<file path="src/hdl/lai_consts.svh">
// Purpose: Constants for the light sensor integration timing and readout block.
// Assumes: Included by bare name after the package.
// Notes: Offsets are register pointer values on the two-wire bus.
//
// Behaviour
// - Command bit 4 chooses internal or external integration timing.
// - Internal timing integrates exactly 2^n oscillator cycles, n from bits 3:2.
// - First sync starts a conversion; each later sync ends it and starts next.
// - External timing counts oscillator cycles between consecutive syncs as the timer value.
// - Command 1xx101xx shows the cycle count in data registers 01h and 02h.
// - Oscillator runs identically in both modes; only cycles per integration differ.
// - Target answers only at fixed 7-bit address 1000100.
// - Write with pointer byte top bit set is a sync, external timing only.
// - Bits 4:3:2 decode 16/12/8/4-bit internal, external result, timer, reserved.
// - Data registers refresh at the end of every conversion.
// - One-time measurement powers the device down after each measurement.
`ifndef LAI_CONSTS_SVH
`define LAI_CONSTS_SVH

`define LAI_DEV_ADDR 7'h44
`define LAI_OFS_CMD 8'h00
`define LAI_OFS_LSB 8'h01
`define LAI_OFS_MSB 8'h02
`define LAI_CMD_RESET 8'h00
`define LAI_DATA_RESET 16'h0000
`define LAI_BIT_EN 7
`define LAI_BIT_CONT 6
`define LAI_BIT_IR 5
`define LAI_BIT_EXT 4
`define LAI_BIT_RES_HI 3
`define LAI_BIT_RES_LO 2
`define LAI_BIT_RANGE_HI 1
`define LAI_BIT_RANGE_LO 0
`define LAI_BIT_SYNC 7
`define LAI_MODE_EXT_RESULT 3'h4
`define LAI_MODE_EXT_TIMER 3'h5
`define LAI_CLK_KHZ 100000
`define LAI_OSC_KHZ 725
`define LAI_OSC_DIV (`LAI_CLK_KHZ / `LAI_OSC_KHZ)

`endif

</file>
<file path="src/hdl/lai_pkg.sv">
// Purpose: Types and helper functions for the light sensor readout block.
// Assumes: Nothing beyond standard SystemVerilog.
// Notes: State codes are one-hot.
package lai_pkg;

    typedef logic [7:0] lai_byte_t;
    typedef logic [15:0] lai_word_t;

    typedef enum logic [2:0] {
        TS_IDLE = 3'h1,
        TS_WAIT = 3'h2,
        TS_RUN = 3'h4
    } lai_tstate_t;

    typedef enum logic [8:0] {
        BS_IDLE = 9'h001,
        BS_ADDR = 9'h002,
        BS_AACK = 9'h004,
        BS_REG = 9'h008,
        BS_RACK = 9'h010,
        BS_WR = 9'h020,
        BS_WACK = 9'h040,
        BS_RD = 9'h080,
        BS_RDACK = 9'h100
    } lai_bstate_t;

    // Cycles per internal integration for resolution select bits 3:2.
    function automatic logic [16:0] lai_cycles(input logic [1:0] res);
        case (res)
            2'h0: lai_cycles = 17'h10000;
            2'h1: lai_cycles = 17'h01000;
            2'h2: lai_cycles = 17'h00100;
            default: lai_cycles = 17'h00010;
        endcase
    endfunction

    // Limits a count to the full scale of the selected resolution.
    function automatic lai_word_t lai_clip(input lai_word_t val, input logic [1:0] res);
        logic [16:0] top;
        top = lai_cycles(res) - 17'h00001;
        lai_clip = (val > top[15:0]) ? top[15:0] : val;
    endfunction

endpackage

</file>
<file path="src/hdl/lai_timing.sv">
// Purpose: Integration window sequencing and conversion counting.
// Assumes: osc_tick is a one-cycle pulse at the oscillator rate.
// Notes: light_pulse stands for one converter count from the photodiode.
`timescale 1ns/1ps
`include "lai_consts.svh"
module lai_timing (
    input wire logic clk_sys,
    input wire logic rst_n,
    input wire logic enable,
    input wire logic ext_mode,
    input wire logic [1:0] res_sel,
    input wire logic osc_tick,
    input wire logic sync_cmd,
    input wire logic light_pulse,
    output logic conv_done,
    output lai_pkg::lai_word_t result,
    output lai_pkg::lai_word_t timer_count
);
    import lai_pkg::*;

    lai_tstate_t state, next_state;
    logic [16:0] cyc, next_cyc;
    lai_word_t acc, next_acc, acc_inc, next_result, next_timer;
    logic next_done;

    always_comb begin
        acc_inc = (light_pulse && acc != 16'hFFFF) ? 16'(acc + 16'h0001) : acc;
        next_state = state;
        next_cyc = cyc;
        next_acc = acc;
        next_result = result;
        next_timer = timer_count;
        next_done = 1'b0;
        case (state)
            TS_IDLE: begin
                next_cyc = 17'h00000;
                next_acc = 16'h0000;
                if (enable) begin
                    next_state = ext_mode ? TS_WAIT : TS_RUN;
                end
            end
            TS_WAIT: begin
                if (sync_cmd) begin
                    next_state = TS_RUN;
                end
            end
            TS_RUN: begin
                next_acc = acc_inc;
                if (ext_mode) begin
                    if (osc_tick) begin
                        next_cyc = 17'(cyc + 17'h00001);
                    end
                    if (sync_cmd) begin
                        next_done = 1'b1;
                        next_result = acc_inc;
                        next_timer = cyc[15:0];
                        next_cyc = 17'h00000;
                        next_acc = 16'h0000;
                    end
                end else if (osc_tick) begin
                    if (17'(cyc + 17'h00001) == lai_cycles(res_sel)) begin
                        next_done = 1'b1;
                        next_result = lai_clip(acc_inc, res_sel);
                        next_cyc = 17'h00000;
                        next_acc = 16'h0000;
                    end else begin
                        next_cyc = 17'(cyc + 17'h00001);
                    end
                end
            end
            default: next_state = TS_IDLE;
        endcase
        if (!enable) begin
            next_state = TS_IDLE;
        end
    end

    always_ff @(posedge clk_sys) begin
        if (!rst_n) begin
            state <= TS_IDLE;
            cyc <= 17'h00000;
            acc <= 16'h0000;
            result <= `LAI_DATA_RESET;
            timer_count <= `LAI_DATA_RESET;
            conv_done <= 1'b0;
        end else begin
            state <= next_state;
            cyc <= next_cyc;
            acc <= next_acc;
            result <= next_result;
            timer_count <= next_timer;
            conv_done <= next_done;
        end
    end

endmodule // lai_timing

</file>
<file path="src/hdl/lai_top.sv">
// Purpose: Light sensor digital core with two-wire target port and registers.
// Assumes: scl and sda_in are synchronous to clk_sys and already clean.
// Notes: The oscillator is modelled as a divided enable of clk_sys.
`timescale 1ns/1ps
`include "lai_consts.svh"
module lai_top (
    input wire logic clk_sys,
    input wire logic rst_n,
    input wire logic scl,
    input wire logic sda_in,
    output logic sda_out,
    output logic sda_oe_n,
    input wire logic light_pulse,
    input wire logic ir_pulse,
    output logic powered,
    output logic ir_select,
    output logic [1:0] range_sel,
    output lai_pkg::lai_byte_t cmd_value
);
    import lai_pkg::*;

    localparam int OSC_DIV = `LAI_OSC_DIV;

    lai_bstate_t st, next_st;
    logic [3:0] cnt, next_cnt;
    lai_byte_t shreg, next_shreg, ptr, next_ptr, cmd, next_cmd;
    logic rw, next_rw, drive, next_drive, mack, next_mack;
    logic scl_q, sda_q, scl_rise, scl_fall, start_cond, stop_cond;
    logic sync_pulse, next_sync;
    logic [7:0] div, next_div;
    logic osc_tick;
    logic conv_done;
    lai_word_t result, timer_count, adc_data, next_adc, tim_data, next_tim;
    logic [2:0] mode_bits;
    logic ext_mode, run_en;

    // Read view of a register; the data pair shows the timer or the result.
    function automatic lai_byte_t reg_read(input lai_byte_t p, input lai_byte_t c,
                                           input lai_word_t a, input lai_word_t t);
        lai_word_t w;
        w = (c[`LAI_BIT_EXT:`LAI_BIT_RES_LO] == `LAI_MODE_EXT_TIMER) ? t : a;
        case (p)
            `LAI_OFS_CMD: reg_read = c;
            `LAI_OFS_LSB: reg_read = w[7:0];
            `LAI_OFS_MSB: reg_read = w[15:8];
            default: reg_read = 8'h00;
        endcase
    endfunction

    assign scl_rise = scl && !scl_q;
    assign scl_fall = !scl && scl_q;
    assign start_cond = scl && scl_q && sda_q && !sda_in;
    assign stop_cond = scl && scl_q && !sda_q && sda_in;
    assign mode_bits = cmd[`LAI_BIT_EXT:`LAI_BIT_RES_LO];
    assign ext_mode = cmd[`LAI_BIT_EXT];
    // Reserved codes 110 and 111 hold the converter idle.
    assign run_en = cmd[`LAI_BIT_EN] && !(mode_bits[2] && mode_bits[1]);
    assign osc_tick = (div == 8'(OSC_DIV - 1));
    assign sda_out = 1'b0;
    assign sda_oe_n = !drive;
    assign powered = cmd[`LAI_BIT_EN];
    assign ir_select = cmd[`LAI_BIT_IR];
    assign range_sel = cmd[`LAI_BIT_RANGE_HI:`LAI_BIT_RANGE_LO];
    assign cmd_value = cmd;

    // Oscillator enable runs the same way in every timing mode.
    always_comb begin
        next_div = osc_tick ? 8'h00 : 8'(div + 8'h01);
    end

    always_ff @(posedge clk_sys) begin
        if (!rst_n) begin
            div <= 8'h00;
        end else begin
            div <= next_div;
        end
    end

    lai_timing u_timing (
        .clk_sys(clk_sys),
        .rst_n(rst_n),
        .enable(run_en),
        .ext_mode(ext_mode),
        .res_sel(cmd[`LAI_BIT_RES_HI:`LAI_BIT_RES_LO]),
        .osc_tick(osc_tick),
        .sync_cmd(sync_pulse),
        .light_pulse(cmd[`LAI_BIT_IR] ? ir_pulse : light_pulse),
        .conv_done(conv_done),
        .result(result),
        .timer_count(timer_count)
    );

    // Bus target, command register and data registers.
    always_comb begin
        next_st = st;
        next_cnt = cnt;
        next_shreg = shreg;
        next_ptr = ptr;
        next_cmd = cmd;
        next_rw = rw;
        next_drive = drive;
        next_mack = mack;
        next_sync = 1'b0;
        next_adc = adc_data;
        next_tim = tim_data;
        if (conv_done) begin
            next_adc = result;
            next_tim = timer_count;
            if (!cmd[`LAI_BIT_CONT]) begin
                next_cmd[`LAI_BIT_EN] = 1'b0;
            end
        end
        if (start_cond) begin
            next_st = BS_ADDR;
            next_cnt = 4'h0;
            next_drive = 1'b0;
        end else if (stop_cond) begin
            next_st = BS_IDLE;
            next_drive = 1'b0;
        end else if (scl_rise) begin
            case (st)
                BS_ADDR, BS_REG, BS_WR: begin
                    next_shreg = {shreg[6:0], sda_in};
                    next_cnt = 4'(cnt + 4'h1);
                end
                BS_RD: next_cnt = 4'(cnt + 4'h1);
                BS_RDACK: next_mack = !sda_in;
                default: next_st = st;
            endcase
        end else if (scl_fall) begin
            case (st)
                BS_ADDR: begin
                    if (cnt == 4'h8) begin
                        if (shreg[7:1] == `LAI_DEV_ADDR) begin
                            next_rw = shreg[0];
                            next_drive = 1'b1;
                            next_st = BS_AACK;
                        end else begin
                            next_st = BS_IDLE;
                        end
                    end
                end
                BS_AACK: begin
                    next_cnt = 4'h0;
                    if (rw) begin
                        next_shreg = reg_read(ptr, cmd, adc_data, tim_data);
                        next_drive = !next_shreg[7];
                        next_st = BS_RD;
                    end else begin
                        next_drive = 1'b0;
                        next_st = BS_REG;
                    end
                end
                BS_REG: begin
                    if (cnt == 4'h8) begin
                        if (shreg[`LAI_BIT_SYNC]) begin
                            next_sync = ext_mode;
                        end else begin
                            next_ptr = shreg;
                        end
                        next_drive = 1'b1;
                        next_st = BS_RACK;
                    end
                end
                BS_WR: begin
                    if (cnt == 4'h8) begin
                        if (ptr == `LAI_OFS_CMD) begin
                            next_cmd = shreg;
                        end
                        next_ptr = 8'(ptr + 8'h01);
                        next_drive = 1'b1;
                        next_st = BS_WACK;
                    end
                end
                BS_RACK, BS_WACK: begin
                    next_drive = 1'b0;
                    next_cnt = 4'h0;
                    next_st = BS_WR;
                end
                BS_RD: begin
                    if (cnt == 4'h8) begin
                        next_drive = 1'b0;
                        next_ptr = 8'(ptr + 8'h01);
                        next_st = BS_RDACK;
                    end else begin
                        next_shreg = {shreg[6:0], 1'b0};
                        next_drive = !shreg[6];
                    end
                end
                BS_RDACK: begin
                    next_cnt = 4'h0;
                    if (mack) begin
                        next_shreg = reg_read(ptr, cmd, adc_data, tim_data);
                        next_drive = !next_shreg[7];
                        next_st = BS_RD;
                    end else begin
                        next_st = BS_IDLE;
                    end
                end
                default: next_st = st;
            endcase
        end
    end

    always_ff @(posedge clk_sys) begin
        if (!rst_n) begin
            scl_q <= 1'b1;
            sda_q <= 1'b1;
            st <= BS_IDLE;
            cnt <= 4'h0;
            shreg <= 8'h00;
            ptr <= `LAI_OFS_CMD;
            cmd <= `LAI_CMD_RESET;
            rw <= 1'b0;
            drive <= 1'b0;
            mack <= 1'b0;
            sync_pulse <= 1'b0;
            adc_data <= `LAI_DATA_RESET;
            tim_data <= `LAI_DATA_RESET;
        end else begin
            scl_q <= scl;
            sda_q <= sda_in;
            st <= next_st;
            cnt <= next_cnt;
            shreg <= next_shreg;
            ptr <= next_ptr;
            cmd <= next_cmd;
            rw <= next_rw;
            drive <= next_drive;
            mack <= next_mack;
            sync_pulse <= next_sync;
            adc_data <= next_adc;
            tim_data <= next_tim;
        end
    end

endmodule // lai_top

</file>
<file path="config.mk">
export PLATFORM = sky130hd
export DESIGN_NAME = lai_top
export DESIGN_NICKNAME = d
export VERILOG_FILES = /design/src/hdl/lai_pkg.sv /design/src/hdl/lai_timing.sv /design/src/hdl/lai_top.sv
export VERILOG_INCLUDE_DIRS = /design/src /design/src/hdl
export SDC_FILE = /design/constraint.sdc
export NUM_CORES = 1
export LEC_CHECK = 0
export BUFFER_PORTS_ARGS = -buffer_cell sky130_fd_sc_hd__buf_2
export CAP_MARGIN = 5
export CORE_UTILIZATION = 25
export CTS_BUF_LIST = sky130_fd_sc_hd__clkbuf_8
export DETAILED_ROUTE_END_ITERATION = 8
export PLACE_DENSITY = 0.48
export SYNTH_ARGS = -nofsm -noshare
export SYNTH_HDL_FRONTEND = slang
export SYNTH_SLANG_ARGS = --single-unit
</file>
<file path="constraint.sdc">
create_clock -name clk_sys -period 3.6 [get_ports clk_sys]
set_input_delay 0 -clock clk_sys [delete_from_list [all_inputs] [get_ports clk_sys]]
set_output_delay 0 -clock clk_sys [all_outputs]
set_load 0.005 [all_outputs]
</file>
# After elaboration in Yosys (flattened, before gate mapping)
# Index checks and enable logic that the tools add are counted.
# W data, S select, Z words.
dict set report totals {
  elab_cells 229
  ff_bits 152
}
dict set report classes {
  add_sub_neg 6
  bitwise 9
  n_reduce_logical 57
  n_eq_ne 44
  magnitude_cmp 1
  mux 90
}
# op n
set op_table {}
lappend op_table {{$mux W16} 15}
lappend op_table {{$mux W8} 30}
lappend op_table {{$mux W17} 8}
lappend op_table {{$pmux W9 S7} 1}
lappend op_table {{$pmux W17 S3} 1}
lappend op_table {{$pmux W8 S3} 2}
lappend op_table {{$mux W9} 4}
lappend op_table {{$reduce_and A7 Y1} 5}
lappend op_table {{$pmux W17 S2} 1}
lappend op_table {{$pmux W16 S2} 1}
lappend op_table {{$ne A2 B2 Y1 const B} 9}
lappend op_table {{$add A17 B1 Y17 const B} 1}
lappend op_table {{$eq A17 B17 Y1} 1}
lappend op_table {{$add A16 B1 Y16 const B} 1}
lappend op_table {{$add A8 B1 Y8 const B} 2}
lappend op_table {{$gt A16 B16 Y1} 1}
lappend op_table {{$mux W4} 4}
lappend op_table {{$ne A16 B16 Y1 const B} 1}
lappend op_table {{$ne A4 B4 Y1 const B} 4}
lappend op_table {{$pmux W8 S2} 1}
lappend op_table {{$reduce_and A8 Y1} 2}
lappend op_table {{$sub A16 B1 Y16 const B} 1}
lappend op_table {{$ne A3 B3 Y1 const B} 5}
lappend op_table {{$mux W1} 13}
lappend op_table {{other kinds (43)} 93}

# Logic depth before layout (Yosys ltp)
dict set report depth {
  depth_word 16
  depth_mapped 18
  ltp_nobuf 17
}

# Modules after synthesis
# A second synthesis with hierarchy kept.
dict set report hier_totals {
  cells_unflattened 1067
  area_unflattened_um2 8893.5
}
# module instances area_each_um2 cells_each
set modules_own_cells {}
lappend modules_own_cells {lai_top 1 4560.6 532}
lappend modules_own_cells {lai_timing 1 4332.9 535}

# Worst setup path before layout
# Ideal clock, no wire load.
dict set report synth_path {
  path_type {register to register}
  startpoint {register u_timing.acc[0]}
  endpoint {register u_timing.result[14]}
  required_time_ns 3.521
  stages_incl_launch_ff 19
  arrival_time_ns 3.630
  n_path_buf 1
  path_slack_ns -0.109
  cell_sequence {dfxtp_1 > ha_1 > nand3_1 > nor2_1 > a21oi_1 > buf_2 > nand3_1 > nor2_1 > xnor2_1 > inv_1 > ha_1 > a21o_1 > a21o_1 > a21o_1 > nor4b_1 > or4b_1 > o211ai_4 > nand3_4 > o211ai_1}
}
dict set report synth_via {
  elab_chain_len 8
  word_cells_on_any_way 10
}
# item line_no
set synth_lines {}
lappend synth_lines {{from (decl)} lai_timing.sv:23} ;# lai_word_t acc, next_acc, acc_inc, next_result, next_timer;
lappend synth_lines {{from (signal assigned)} lai_timing.sv:89} ;# acc <= next_acc;
lappend synth_lines {{parallel branches: the longest is 2 deep, another holds $add A16 B1 Y16} n/a}
lappend synth_lines {{$mux W16 (*)} lai_timing.sv:27} ;# acc_inc = (light_pulse && acc != 16'hFFFF) ? 16'(acc + 16'h0001) : acc;
lappend synth_lines {{$gt A16 B16 Y1} lai_pkg.sv:41} ;# lai_clip = (val > top[15:0]) ? top[15:0] : val;
lappend synth_lines {{$mux W16} lai_pkg.sv:41}
lappend synth_lines {{$mux W16} lai_timing.sv:61} ;# if (17'(cyc + 17'h00001) == lai_cycles(res_sel)) begin
lappend synth_lines {{$mux W16} lai_timing.sv:60} ;# end else if (osc_tick) begin
lappend synth_lines {{$mux W16 (*)} lai_timing.sv:49} ;# if (ext_mode) begin
lappend synth_lines {{to (signal assigned)} lai_timing.sv:83} ;# result <= `LAI_DATA_RESET;
lappend synth_lines {{to (signal assigned)} lai_timing.sv:90} ;# result <= next_result;
lappend synth_lines {{to (decl)} lai_timing.sv:16} ;# output lai_pkg::lai_word_t result,
# Mark *: on every way between the ends. The select of a mux whose other input is x is not followed.
# A chain may end at the register's enable or synchronous reset.

# Worst setup path in the final report
dict set report layout_path {
  startpoint {register u_timing.acc[0]}
  endpoint {register u_timing.result[9]}
}
# Same word-level chain as after synthesis.

==> impl_metrics.env <==
export IMPL_status="completed"
export IMPL_initial_core_util=0.2545
export IMPL_cts_buffers=17
export IMPL_crit_path_start_kind="flip-flop"
export IMPL_cap_violations=0
export IMPL_maxSlewViolCount=0
export IMPL_wirelength_mm=22.07
export IMPL_synth_top_area_cell="dfxtp_1"
export IMPL_power_mw=3.039
export IMPL_yosysSeqAreaShare=0.3666
export IMPL_crit_type="flip-flop to flip-flop"
export IMPL_fmax_ghz=0.2883
export IMPL_wire_per_inst_um=14.75
export IMPL_die_x_um=184.2
export IMPL_synth_most_common_cell="dfxtp_1"
export IMPL_skew_ns=0.02220
export IMPL_htree_levels=4
export IMPL_nets=1071
export IMPL_diodes=0
export IMPL_setup_viol=0
export IMPL_yosysTopAreaCellShare=0.3666
export IMPL_insertion_delay_ns=0.46
export IMPL_cts_tree="yes"
export IMPL_synthTopCellsByCount="152 x dfxtp_1, 115 x nand2_1, 111 x nor2_1"
export IMPL_core_mm2=0.03262
export IMPL_ant_nets=0
export IMPL_power_density_mw_per_mm2=314.8
export IMPL_netlist_instances=1003
export IMPL_via_count=7007
export IMPL_die_area_mm2=0.03394
export IMPL_cp_max_fo=8
export IMPL_synth_top_flop_cell="dfxtp_1"
export IMPL_end_kind="flip-flop"
export IMPL_relSlewSlack=0.4710
export IMPL_synth_cell_type_count=75
export IMPL_die_y_um=184.2
export IMPL_synth_edf_count=0
export IMPL_core_rowCount=66
export IMPL_area_growth_pct=16.29
export IMPL_ys_ff_latch=152
export IMPL_syn_num_nets=1033
export IMPL_ir_drop_v=0.0002026
export IMPL_synthArstFlopShare=0
export IMPL_cp_arrival_ns=3.83
export IMPL_antenna_found_initial=0
export IMPL_final_cell_area_mm2=0.009653
export IMPL_hp_class="input port to flip-flop"
export IMPL_gr_usage_all_layers=0.1334
export IMPL_clk_pin_slew_ns=0.11
export IMPL_clock_sinks=152
export IMPL_grt_max_degree=73
export IMPL_hold_viol_final=0
export IMPL_grt_pass1_wl_mm=35.85
export IMPL_overflow=0
export IMPL_portBuffers=18
export IMPL_utilization=0.2959
export IMPL_syn_cell_area_mm2=0.008300
export IMPL_finalCritPeriodShare=0.9636
export IMPL_drt_pass1_iterations=5
export IMPL_rsz0062_at_grt="true"
export IMPL_synth_avg_cell_area_um2=8.276
export IMPL_ys_warn_count=0
export IMPL_post_route_min_period_ns=3.469
export IMPL_layout_drive_gt1_share=0.1632
export IMPL_tightest_slew_ns=0.7936
export IMPL_grt_pass1_vias=6631
export IMPL_globalplace_congestion=0.8405
export IMPL_initialDrtViolationCount=415
export IMPL_clk_path_buf_depth=2
export IMPL_cp_required_ns=3.96
export IMPL_cts_root_buf="clkbuf_8"
export IMPL_drc=0
export IMPL_vias_per_cell=4.684
export IMPL_placed_area_mm2=0.009090
export IMPL_dp_hpwl_mm=16.08
export IMPL_yosys_top_cells_area="dfxtp_1 37%, mux2i_1 7.6%, nand2_1 5.2%, nor2_1 5.0%, a21oi_1 3.9%"
export IMPL_io_pins=20
export IMPL_power_leakage_nw=3.699
## cell families (layout without fill, tap and decap cells)
group                      Yosys count  count (layout)  share of synthesized area
buffers and inverters              110             161                    0.05864
and+or+nand+nor                    406             406                     0.2478
other                                1               1                  0.0004518
AOI/OAI and AO/OA                  207             207                     0.1678
DFF                                152             152                     0.3666
adders and majority gates           24              24                    0.03618
muxes                               69              69                    0.08502
xor gates and xnor gates            34              34                    0.03753
## cells in the final DEF (no fill, tap or decap), drive strengths merged, types with 7 or more instances in the layout
cell,synthesis,layout
buf,29,84
nand2b,8,8
nor2,111,111
nand2,115,115
ha,24,24
clkbuf,39,18
o211a,9,9
nand4,22,22
xnor2,16,16
o21ai,37,37
or3,13,13
a21oi,67,67
a31oi,14,14
a21o,7,7
a211oi,8,8
inv,42,50
mux2i,66,66
xor2,17,17
and3,13,13
nor4,9,9
and2,7,7
o221ai,12,12
dfxtp,152,152
nor3,27,27
o211ai,22,22
nand3,38,38
## critical path: stages (launching register included)
cell,delay (ns)
dfxtp_2,0.34
ha_4,0.16
nand3_4,0.09
nor2_4,0.05
a21oi_4,0.24
nand4_1,0.28
nor2_1,0.20
xor2_1,0.21
ha_1,0.27
a21o_1,0.16
a21o_1,0.16
a21oi_2,0.12
or4b_4,0.50
o211ai_4,0.26
nand3_4,0.14
o211ai_1,0.20
## per-layer routing
metal,vias to the layer above,part of all wire,GRT usage
li1,3642,-,-
met1,3258,0.51,0.1855
met2,89,0.45,0.2112
met3,18,0.025,0.02312
met4,0,0.012,0.03533
met5,-,0,0
## stage by stage
step,cells,setup WS (ns),TNS [ns],hold slack (ns)
after floorplan,1003,0.007514,0,0.1003
after global placement,1455,-0.06853,-0.5238,0.2346
after detailed placement,1455,-0.1378,-1.507,0.2397
after CTS,1492,0.001219,0,0.2454
after global routing,1496,-0.1240,-1.229,0.3096
final,1496,0.1309,0,0.3122
## repair_timing
action / 4_1_cts / 5_1_grt
pin swaps: 8 / 25
buffers inserted: 2 / 5
resized for setup: 8 / 16
setup endpoints to repair: 16 / 16
hold endpoints to repair: 16 / 0
hold buffers: 3 / 0
## worst paths after layout
path	startpoint	endpoint	slack, ns	depth (start not counted)
hold reg to reg	u_timing.timer_count[14]	u_timing.timer_count[14]	0.46	2
setup / recovery	u_timing.acc[0]	u_timing.result[9]	0.13	15
setup reg to reg	u_timing.acc[0]	u_timing.result[9]	0.13	15
hold / removal	scl	scl_q	0.31	4
## where the power goes
part           total [mW]  internal, mW  leakage [nW]  switching (mW)
clock                1.23         0.512         0.178           0.719
combinational       0.105        0.0349          2.29          0.0705
sequential           1.70          1.69          1.23          0.0135
total                3.04          2.24          3.70           0.803
## state kept, by name, summed over array words and instances, names as in the netlist, 9 cells and up
signal	flops
adc_data	16
u_timing.result	16
st	9
u_timing.timer_count	16
tim_data	16
u_timing.acc	16
u_timing.cyc	17
## layout make-up
class / count / area, um2
clock inverters: 14 / 113.9
inverters: 42 / 157.7
clock buffers: 18 / 247.7
well taps: 442 / 553.0
fillers: 3517 / 22970
flip-flops and latches: 152 / 3052
multi-input cells: 741 / 4910
repair buffers: 87 / 619.3
Note: power is estimated with default switching activity, not from simulation.
